==> config.mk <==
export PLATFORM = sky130hd
export DESIGN_NAME = imc_top
export DESIGN_NICKNAME = d
export VERILOG_FILES = /design/src/hdl/imc_pkg.sv /design/src/hdl/imc_top.sv
export SDC_FILE = /design/constraint.sdc
export NUM_CORES = 1
export LEC_CHECK = 0
export BUFFER_PORTS_ARGS = -buffer_cell sky130_fd_sc_hd__buf_2
export CORE_MARGIN = 2
export CORE_UTILIZATION = 50
export DETAILED_ROUTE_END_ITERATION = 7
export PLACE_DENSITY_LB_ADDON = 0.12
export SLEW_MARGIN = 20
export SYNTH_ARGS = -nofsm -noshare
export SYNTH_HDL_FRONTEND = slang
export SYNTH_SLANG_ARGS = --single-unit
==> constraint.sdc <==
create_clock -name clk -period 3.7 [get_ports clk]
set_clock_uncertainty 0.15 [all_clocks]
set_input_delay 0.37 -clock clk [delete_from_list [all_inputs] [get_ports clk]]
set_output_delay 0.37 -clock clk [all_outputs]
set_load 0.05 [all_outputs]
==> src/hdl/imc_pkg.sv <==
// constants for the indirect memory access and mode control block
package imc_pkg;
	localparam logic [4:0]  ADDR_MODE      = 5'h00;
	localparam logic [4:0]  ADDR_TBL_PTR   = 5'h14;
	localparam logic [4:0]  ADDR_TBL_DATA  = 5'h15;
	localparam logic [4:0]  ADDR_ROW_ADDR  = 5'h16;
	localparam logic [4:0]  ADDR_COMMAND   = 5'h17;

	// version value is arbitrary, not a real part's revision
	localparam logic [7:0]  VERSION_LEVEL  = 8'h5A;

	localparam int          MODE_VER_LSB   = 0;
	localparam int          MODE_VER_MSB   = 7;
	localparam int          MODE_PICO_RST  = 9;
	localparam int          MODE_FC_CHECK  = 10;
	localparam int          MODE_IDLE_FRC  = 11;
	localparam int          MODE_IDLE_CLR  = 12;
	localparam int          MODE_EXP_CLR   = 13;
	localparam int          MODE_GLB_MASK  = 14;
	localparam int          MODE_STANDBY   = 15;
	localparam logic [15:0] MODE_WR_MASK   = 16'hFE00;
	localparam logic [15:0] MODE_RESET     = 16'h8000;

	localparam int          PTR_W          = 8;
	localparam int          PTR_SEL_BIT    = 15;
	localparam logic [7:0]  PTR_STEP       = 8'h02;

	localparam int          ROW_W          = 10;
	localparam int          ROW_BANK_BIT   = 15;

	localparam int          CMD_ROW_READ   = 0;
	localparam int          CMD_ROW_WRITE  = 1;

	localparam int          ROW_BYTES      = 20;
	localparam int          ROW_HW         = ROW_BYTES / 2;
	localparam int          ROW_BITS       = ROW_BYTES * 8;
	localparam logic [7:0]  ROW_LAST_PTR   = 8'h12;

	localparam int          NUM_PORTS      = 16;
	localparam int          PORT_W         = 4;
	localparam int          GRANT_DEPTH    = 8;
endpackage

==> src/hdl/imc_top.sv <==
// indirect shared memory / look-up table access and operating control register
`timescale 1ns/1ps
`default_nettype none
module imc_top (
	input  wire logic                              clk,
	input  wire logic                              rstn,
	input  wire logic                              flush_rst,
	input  wire logic [4:0]                        reg_addr,
	input  wire logic [15:0]                       reg_wdata,
	input  wire logic                              reg_wr,
	input  wire logic                              reg_rd,
	output logic      [15:0]                       reg_rdata,
	output logic                                   reg_rvalid,
	output logic                                   mem_req,
	output logic                                   mem_we,
	output logic                                   mem_bank,
	output logic      [imc_pkg::ROW_W-1:0]         mem_row,
	output logic      [imc_pkg::ROW_BITS-1:0]      mem_wdata,
	input  wire logic [imc_pkg::ROW_BITS-1:0]      mem_rdata,
	input  wire logic                              mem_rvalid,
	output logic      [imc_pkg::PTR_W-1:0]         lut_addr,
	output logic                                   lut_wr,
	output logic      [15:0]                       lut_wdata,
	input  wire logic [15:0]                       lut_rdata,
	output logic                                   proc_err_evt,
	output logic                                   pico_core_reset_hold,
	output logic                                   standby,
	output logic                                   idle_color,
	output logic                                   expected_color,
	input  wire logic                              expected_color_now,
	input  wire logic                              pkt_cycle,
	input  wire logic [imc_pkg::NUM_PORTS-1:0]     grant_vec,
	input  wire logic                              pkt_rx,
	input  wire logic [imc_pkg::PORT_W-1:0]        pkt_dest,
	output logic                                   pkt_discard,
	output logic                                   fc_violation_evt,
	input  wire logic                              int_req,
	output logic                                   int_n_o,
	output logic                                   int_n_oe
);
	logic [15:0]                  mode_r;
	logic [imc_pkg::PTR_W-1:0]    ptr_r;
	logic                         ptr_sel_r;
	logic [imc_pkg::ROW_W-1:0]    row_r;
	logic                         bank_r;
	logic [15:0]                  stg_r [imc_pkg::ROW_HW];
	logic                         stg_valid_r;
	logic                         rd_pending_r;
	logic                         mem_req_r;
	logic                         mem_we_r;
	logic [15:0]                  rdata_r;
	logic                         rvalid_r;
	logic                         lut_wr_r;
	logic [15:0]                  lut_wdata_r;
	logic                         err_r;
	logic                         idle_r;
	logic                         disc_r;
	logic                         fcv_r;
	logic [imc_pkg::NUM_PORTS-1:0] ghist_r [imc_pkg::GRANT_DEPTH];
	logic [imc_pkg::NUM_PORTS-1:0] recent_grant;
	logic                         wr_mode;
	logic                         wr_ptr;
	logic                         wr_data;
	logic                         rd_data;
	logic                         wr_row;
	logic                         wr_cmd;
	logic                         stg_hit;
	logic [3:0]                   hw_idx;
	logic                         cmd_read;
	logic                         cmd_write;

	assign wr_mode   = reg_wr && (reg_addr == imc_pkg::ADDR_MODE);
	assign wr_ptr    = reg_wr && (reg_addr == imc_pkg::ADDR_TBL_PTR);
	assign wr_data   = reg_wr && (reg_addr == imc_pkg::ADDR_TBL_DATA);
	assign rd_data   = reg_rd && (reg_addr == imc_pkg::ADDR_TBL_DATA);
	assign wr_row    = reg_wr && (reg_addr == imc_pkg::ADDR_ROW_ADDR);
	assign wr_cmd    = reg_wr && (reg_addr == imc_pkg::ADDR_COMMAND);
	assign cmd_read  = wr_cmd && reg_wdata[imc_pkg::CMD_ROW_READ];
	// a row read in the same write wins over a row write
	assign cmd_write = wr_cmd && reg_wdata[imc_pkg::CMD_ROW_WRITE] && !cmd_read;
	// halfword index of the staging row; pointer past the row end hits nothing
	assign hw_idx    = ptr_r[4:1];
	assign stg_hit   = !ptr_sel_r && (ptr_r <= imc_pkg::ROW_LAST_PTR);

	// mode register; flush reset returns it to standby like power-on
	always_ff @(posedge clk or negedge rstn) begin
		if (!rstn) begin
			mode_r <= imc_pkg::MODE_RESET;
		end else if (flush_rst) begin
			mode_r <= imc_pkg::MODE_RESET;
		end else if (wr_mode) begin
			// standby can be cleared by software but never set
			mode_r <= (reg_wdata & imc_pkg::MODE_WR_MASK)
				& {mode_r[imc_pkg::MODE_STANDBY], 15'h7FFF};
		end
	end

	// table pointer with select bit and auto increment
	always_ff @(posedge clk or negedge rstn) begin
		if (!rstn) begin
			ptr_r     <= '0;
			ptr_sel_r <= 1'b0;
		end else if (flush_rst) begin
			ptr_r     <= '0;
			ptr_sel_r <= 1'b0;
		end else if (wr_ptr) begin
			ptr_r     <= reg_wdata[imc_pkg::PTR_W-1:0];
			ptr_sel_r <= reg_wdata[imc_pkg::PTR_SEL_BIT];
		end else if (wr_data || rd_data) begin
			ptr_r <= ptr_r + imc_pkg::PTR_STEP;
		end
	end

	// row address and bank choice
	always_ff @(posedge clk or negedge rstn) begin
		if (!rstn) begin
			row_r  <= '0;
			bank_r <= 1'b0;
		end else if (flush_rst) begin
			row_r  <= '0;
			bank_r <= 1'b0;
		end else if (wr_row) begin
			row_r  <= reg_wdata[imc_pkg::ROW_W-1:0];
			bank_r <= reg_wdata[imc_pkg::ROW_BANK_BIT];
		end
	end

	// staging row: loaded whole from memory or one halfword from the port
	always_ff @(posedge clk or negedge rstn) begin
		if (!rstn) begin
			for (int i = 0; i < imc_pkg::ROW_HW; i++) begin
				stg_r[i] <= '0;
			end
		end else if (flush_rst) begin
			for (int i = 0; i < imc_pkg::ROW_HW; i++) begin
				stg_r[i] <= '0;
			end
		end else if (rd_pending_r && mem_rvalid) begin
			for (int i = 0; i < imc_pkg::ROW_HW; i++) begin
				stg_r[i] <= mem_rdata[i*16 +: 16];
			end
		end else if (wr_data && stg_hit) begin
			stg_r[hw_idx] <= reg_wdata;
		end
	end

	// row read tracking; a new read command beats a completion in the same cycle
	always_ff @(posedge clk or negedge rstn) begin
		if (!rstn) begin
			rd_pending_r <= 1'b0;
			stg_valid_r  <= 1'b0;
		end else if (flush_rst) begin
			rd_pending_r <= 1'b0;
			stg_valid_r  <= 1'b0;
		end else if (cmd_read) begin
			rd_pending_r <= 1'b1;
			stg_valid_r  <= 1'b0;
		end else if (rd_pending_r && mem_rvalid) begin
			rd_pending_r <= 1'b0;
			stg_valid_r  <= 1'b1;
		end
	end

	// memory request pulses; write data is the staging row itself
	always_ff @(posedge clk or negedge rstn) begin
		if (!rstn) begin
			mem_req_r <= 1'b0;
			mem_we_r  <= 1'b0;
		end else begin
			mem_req_r <= (cmd_read || cmd_write) && !flush_rst;
			mem_we_r  <= cmd_write && !flush_rst;
		end
	end

	assign mem_req  = mem_req_r;
	assign mem_we   = mem_we_r;
	assign mem_bank = bank_r;
	assign mem_row  = row_r;

	// whole row presented at once so memory sees one atomic write
	for (genvar g = 0; g < imc_pkg::ROW_HW; g++) begin : g_wdata
		assign mem_wdata[g*16 +: 16] = stg_r[g];
	end

	// look-up table write strobe and data
	always_ff @(posedge clk or negedge rstn) begin
		if (!rstn) begin
			lut_wr_r    <= 1'b0;
			lut_wdata_r <= '0;
		end else begin
			lut_wr_r <= wr_data && ptr_sel_r && !flush_rst;
			if (wr_data && ptr_sel_r) begin
				lut_wdata_r <= reg_wdata;
			end
		end
	end

	// lut_addr_r trails the pointer by one cycle, aligned with the strobe
	logic [imc_pkg::PTR_W-1:0] lut_addr_r;
	always_ff @(posedge clk or negedge rstn) begin
		if (!rstn) begin
			lut_addr_r <= '0;
		end else if (wr_data || rd_data) begin
			lut_addr_r <= ptr_r;
		end
	end

	// a pending table write keeps its address so back to back fills land right;
	// limitation: a data read right behind a table write sees the written address
	assign lut_addr  = lut_wr_r ? lut_addr_r : ((wr_data || rd_data) ? ptr_r : lut_addr_r);
	assign lut_wr    = lut_wr_r;
	assign lut_wdata = lut_wdata_r;

	// register read path, one cycle latency
	always_ff @(posedge clk or negedge rstn) begin
		if (!rstn) begin
			rdata_r  <= '0;
			rvalid_r <= 1'b0;
		end else begin
			rvalid_r <= reg_rd;
			if (reg_rd) begin
				case (reg_addr)
					imc_pkg::ADDR_MODE: begin
						rdata_r <= {mode_r[15:9], 1'b0, imc_pkg::VERSION_LEVEL};
					end
					imc_pkg::ADDR_TBL_PTR: begin
						rdata_r <= {ptr_sel_r, 7'h00, ptr_r};
					end
					imc_pkg::ADDR_TBL_DATA: begin
						if (ptr_sel_r) begin
							rdata_r <= lut_rdata;
						end else if (stg_hit) begin
							rdata_r <= stg_r[hw_idx];
						end else begin
							rdata_r <= '0;
						end
					end
					imc_pkg::ADDR_ROW_ADDR: begin
						rdata_r <= {bank_r, 5'h00, row_r};
					end
					default: begin
						rdata_r <= '0;
					end
				endcase
			end
		end
	end

	assign reg_rdata  = rdata_r;
	assign reg_rvalid = rvalid_r;

	// early staging read while a row read is outstanding
	always_ff @(posedge clk or negedge rstn) begin
		if (!rstn) begin
			err_r <= 1'b0;
		end else begin
			err_r <= rd_data && !ptr_sel_r && rd_pending_r && !stg_valid_r;
		end
	end

	assign proc_err_evt = err_r;

	assign pico_core_reset_hold = mode_r[imc_pkg::MODE_PICO_RST];
	assign standby              = mode_r[imc_pkg::MODE_STANDBY];
	assign expected_color       = mode_r[imc_pkg::MODE_EXP_CLR];

	// idle colour: forced value or the colour the link currently expects
	always_ff @(posedge clk or negedge rstn) begin
		if (!rstn) begin
			idle_r <= 1'b0;
		end else if (mode_r[imc_pkg::MODE_IDLE_FRC]) begin
			idle_r <= mode_r[imc_pkg::MODE_IDLE_CLR];
		end else begin
			idle_r <= expected_color_now;
		end
	end

	assign idle_color = idle_r;

	// grant history over the last packet cycles, flushed in standby
	always_ff @(posedge clk or negedge rstn) begin
		if (!rstn) begin
			for (int i = 0; i < imc_pkg::GRANT_DEPTH; i++) begin
				ghist_r[i] <= '0;
			end
		end else if (standby) begin
			for (int i = 0; i < imc_pkg::GRANT_DEPTH; i++) begin
				ghist_r[i] <= '0;
			end
		end else if (pkt_cycle) begin
			ghist_r[0] <= grant_vec;
			for (int i = 1; i < imc_pkg::GRANT_DEPTH; i++) begin
				ghist_r[i] <= ghist_r[i-1];
			end
		end
	end

	for (genvar p = 0; p < imc_pkg::NUM_PORTS; p++) begin : g_recent
		logic any;
		always_comb begin
			any = 1'b0;
			for (int i = 0; i < imc_pkg::GRANT_DEPTH; i++) begin
				any = any | ghist_r[i][p];
			end
		end
		assign recent_grant[p] = any;
	end

	// discard and violation report for ungranted destinations
	always_ff @(posedge clk or negedge rstn) begin
		if (!rstn) begin
			disc_r <= 1'b0;
			fcv_r  <= 1'b0;
		end else begin
			disc_r <= pkt_rx && !standby && mode_r[imc_pkg::MODE_FC_CHECK]
				&& !recent_grant[pkt_dest];
			fcv_r  <= pkt_rx && !standby && mode_r[imc_pkg::MODE_FC_CHECK]
				&& !recent_grant[pkt_dest];
		end
	end

	assign pkt_discard      = disc_r;
	assign fc_violation_evt = fcv_r;

	// open-drain interrupt: driven low only when requested and not masked
	assign int_n_o  = 1'b0;
	assign int_n_oe = int_req && !mode_r[imc_pkg::MODE_GLB_MASK];
endmodule
`default_nettype wire

==> flow_metrics.py <==
metrics = {
    "run_status": {
        "outcome": "finished clean",
    },
    "floorplanning": {
        "ios": 451,
        "dieArea_um2": 38300,
        "die_h_um": 196,
        "placementRows": 70,
        "coreArea_um2": 36400,
        "start_util_pct": 50.4,
        "dieWidth_um": 196,
    },
    "grt": {
        "antenna_found_initial": 10,
        "first_global_vias": 15700,
        "grt_use_total_pct": 34.8,
        "grt_max_degree": 193,
        "grt_pass1_wl_um": 101000,
        "gr-total-overflow": 0,
    },
    "cts": {
        "cts_setup_buffers": 0,
        "htreeDepth": 2,
        "cts_buffers": 41,
        "clk_latency_ns": 0.55,
        "cts_tree": "built",
        "cts_max_path_buffers": 3,
        "clkTransAtPathRegs_ns": 0.06,
        "clock_sinks": 364,
        "cts.root.buffer_cell": "clkbuf_16",
    },
    "placement": {
        "io_buffer_count": 449,
        "dp_hpwl_um": 48000,
        "placed_area_um2": 20900,
        "gp_congestion": 0.955,
        "place_ws_ns": 0.797,
    },
    "sta": {
        "hold_violations": 0,
        "min_period_over_period_pct": 79.7,
        "tns_ns": 0,
        "layout_setup_ws_ns": 0.750,
        "holdWs_ns": 0.0129,
        "rsz0062_at_grt": "false",
        "worst_pin_slew_ns": 1.05,
        "slew_headroom_pct": 29.9,
        "max_freq_mhz": 339,
        "maxSlewViolCount": 0,
        "period_minus_slack_ns": 2.95,
        "setup_viol": 0,
    },
    "power": {
        "clockPowerShare_pct": 45.4,
        "peakVddDrop_mv": 0.271,
        "power.leakage_nw": 10.6,
        "powerDensity_nw_per_um2": 408,
        "power_mw": 9.26,
        "p_sw_mw": 2.44,
        "pwr-share-comb_pct": 10.7,
        "swShare_pct": 26.4,
        "seq_power_share_pct": 43.9,
        "p_int_mw": 6.82,
    },
    "synth": {
        "syn_inst": 1721,
        "synthTopCellsByCount": "dfrtp_1 (363), nand2_1 (214), a22oi_1 (181)",
        "synth.area.top_cells": "dfrtp_1 (49%), mux2i_1 (8.0%), a22oi_1 (7.4%)",
        "synth_fp_nets": 1952,
        "avgSynthCellArea_um2": 10.7,
        "ys_warn_count": 0,
        "async_flop_share_pct": 100,
        "synth_top_area_share_pct": 49.5,
        "synth_top_area_cell": "dfrtp_1",
        "syn_area_um2": 18400,
        "synth_edf_count": 0,
        "synth_seq_cells": 364,
        "ys_seq_area_share_pct": 49.6,
        "ys.flop_type": "dfrtp_1",
        "yosysMostFrequentCell": "dfrtp_1",
        "synth.distinct_cells": 58,
    },
    "critical_path": {
        "critPathCaptureType": "register",
        "slowest_delay_ns": 0.68,
        "arrival_ns": 3.23,
        "cp_max_fo": 32,
        "crit_type": "register to register",
        "cp-start-kind": "register",
        "crit_chain": "inv_1 > ha_1 > and2_1 > a41oi_4 > o31ai_1",
        "required_ns": 3.98,
        "crit_family": "compound AO/OA/AOI/OAI gates",
        "critPathBufInv": 1,
        "critical-path-slowest-cell": "and2_1",
    },
    "detailed_routing": {
        "vias": 16400,
        "wl_per_cell_um": 25.7,
        "routed_wl_um": 67700,
        "dr.pass1.iters": 6,
        "drc": 0,
        "final_antenna_net_count": 0,
        "via_per_inst": 6.22,
        "drtIter0Drc": 1976,
    },
    "layout": {
        "finish.instance_area_um2": 22700,
        "finalNetCount": 2360,
        "fill_cells": 3118,
        "drive_gt1_share_pct": 30.9,
        "area_growth_pct": 23.6,
    },
    "min_path": {
        "hp-class": "input port to register",
    },
    "flow_run": {
        "maxCapViolCount": 0,
    },
}
-- registers in the layout (all words and copies together), names as in the netlist --
signal        flops
ghist_r         128
idle_color        1
lut_addr_r        8
lut_wdata        16
lut_wr            1
mem_bank          1
mem_req           1
mem_row          10
mem_wdata       160
mem_we            1
mode_r            7
pkt_discard       1
proc_err_evt      1
ptr_r             8
ptr_sel_r         1
rd_pending_r      1
reg_rdata        16
reg_rvalid        1
stg_valid_r       1
-- tightest hold or removal path, stage by stage --
cell and delay [ns]:
buf_2 0.13, mux2i_1 0.08, nor2_1 0.07
-- cell families (layout without fill, tap and decap cells) --
group	count (synthesis)	after routing	share of synthesized area, %
AND/OR/NAND/NOR	513	513	12.3
AO/OA/AOI/OAI	425	425	18.0
flip-flops	364	364	49.6
multiplexers	223	223	14.9
buffers and inverters	185	625	4.68
XOR/XNOR	6	6	0.286
adder cells (fa/ha/maj)	4	4	0.272
other	1	7	0.0204
-- metal layers --
layer / vias to the layer above / GRT usage (%) / share of wire (%)
met5: - / 0 / 0.072
met4: 8 / 13.2 / 3.8
met3: 132 / 7.27 / 10
met2: 990 / 51.5 / 44
met1: 8092 / 50.7 / 42
li1: 7162 / - / -
-- power groups by stage --
stage	Clock [mW]	Combinational (mW)	Sequential, mW
2_1_floorplan	0	0.376	4.24
3_3_place_gp	0	0.938	4.13
3_5_place_dp	0	0.946	4.13
4_1_cts	4.23	0.982	4.06
5_1_grt	4.40	1.04	4.07
6_report	4.20	0.990	4.06
-- cell type report --
cell class                 instances  area [um^2]  area share, %
antenna                            6         15.0         0.0661
inverter                           7         26.3          0.116
multi-input combinational       1172         8440           37.1
sequential                       364         9120           40.2
clock inverter                    17          220          0.970
tap                              468          586           2.58
clock buffer                      58         1160           5.11
timing repair buffer             543         3150           13.9
-- layout by cell type, fill, tap and decap left out, drive strengths merged, types with 7 or more instances in the layout --
master and instances:
mux2 44, a41oi 10, nand3 23, mux4 33, and2 9, dlygate4sd3 44, clkbuf 58, a22oi 181
a221o 11, o31ai 160, nand2 215, a31oi 8, clkinv 10, nor4 19, buf 499, nor2 178
dfrtp 363, a211oi 7, mux2i 146, nor3 20, a21oi 16, inv 8, o21ai 22, nor2b 21
-- timing repair --
item	in CTS	in global routing
endpoints found under the hold margin	151	0
hold buffers	44	0
resized for setup	0	0
-- through the flow --
step | cells | util (%)
6_report | 2635 | 62.3
5_1_grt | 2635 | 62.3
4_1_cts | 2629 | 62.3
3_5_place_dp | 2510 | 57.3
3_3_place_gp | 2510 | 57.3
2_1_floorplan | 1721 | -
-- path summary, 6_finish.rpt --
path                                from             to  slack (ns)  depth (start not counted)
setup / recovery                ptr_r[1]   mem_wdata[6]        0.75                          5
hold / removal              reg_wdata[6]     mem_row[6]        0.01                          3
setup reg to reg                ptr_r[1]   mem_wdata[6]        0.75                          5
hold reg to reg            lut_addr_r[5]  lut_addr_r[5]        0.34                          2
max in group asynchronous           rstn   mem_wdata[5]        2.16                          3
min in group asynchronous           rstn   ghist_r[117]        0.33                          2
No activity file was read; power rests on OpenSTA's default activity.
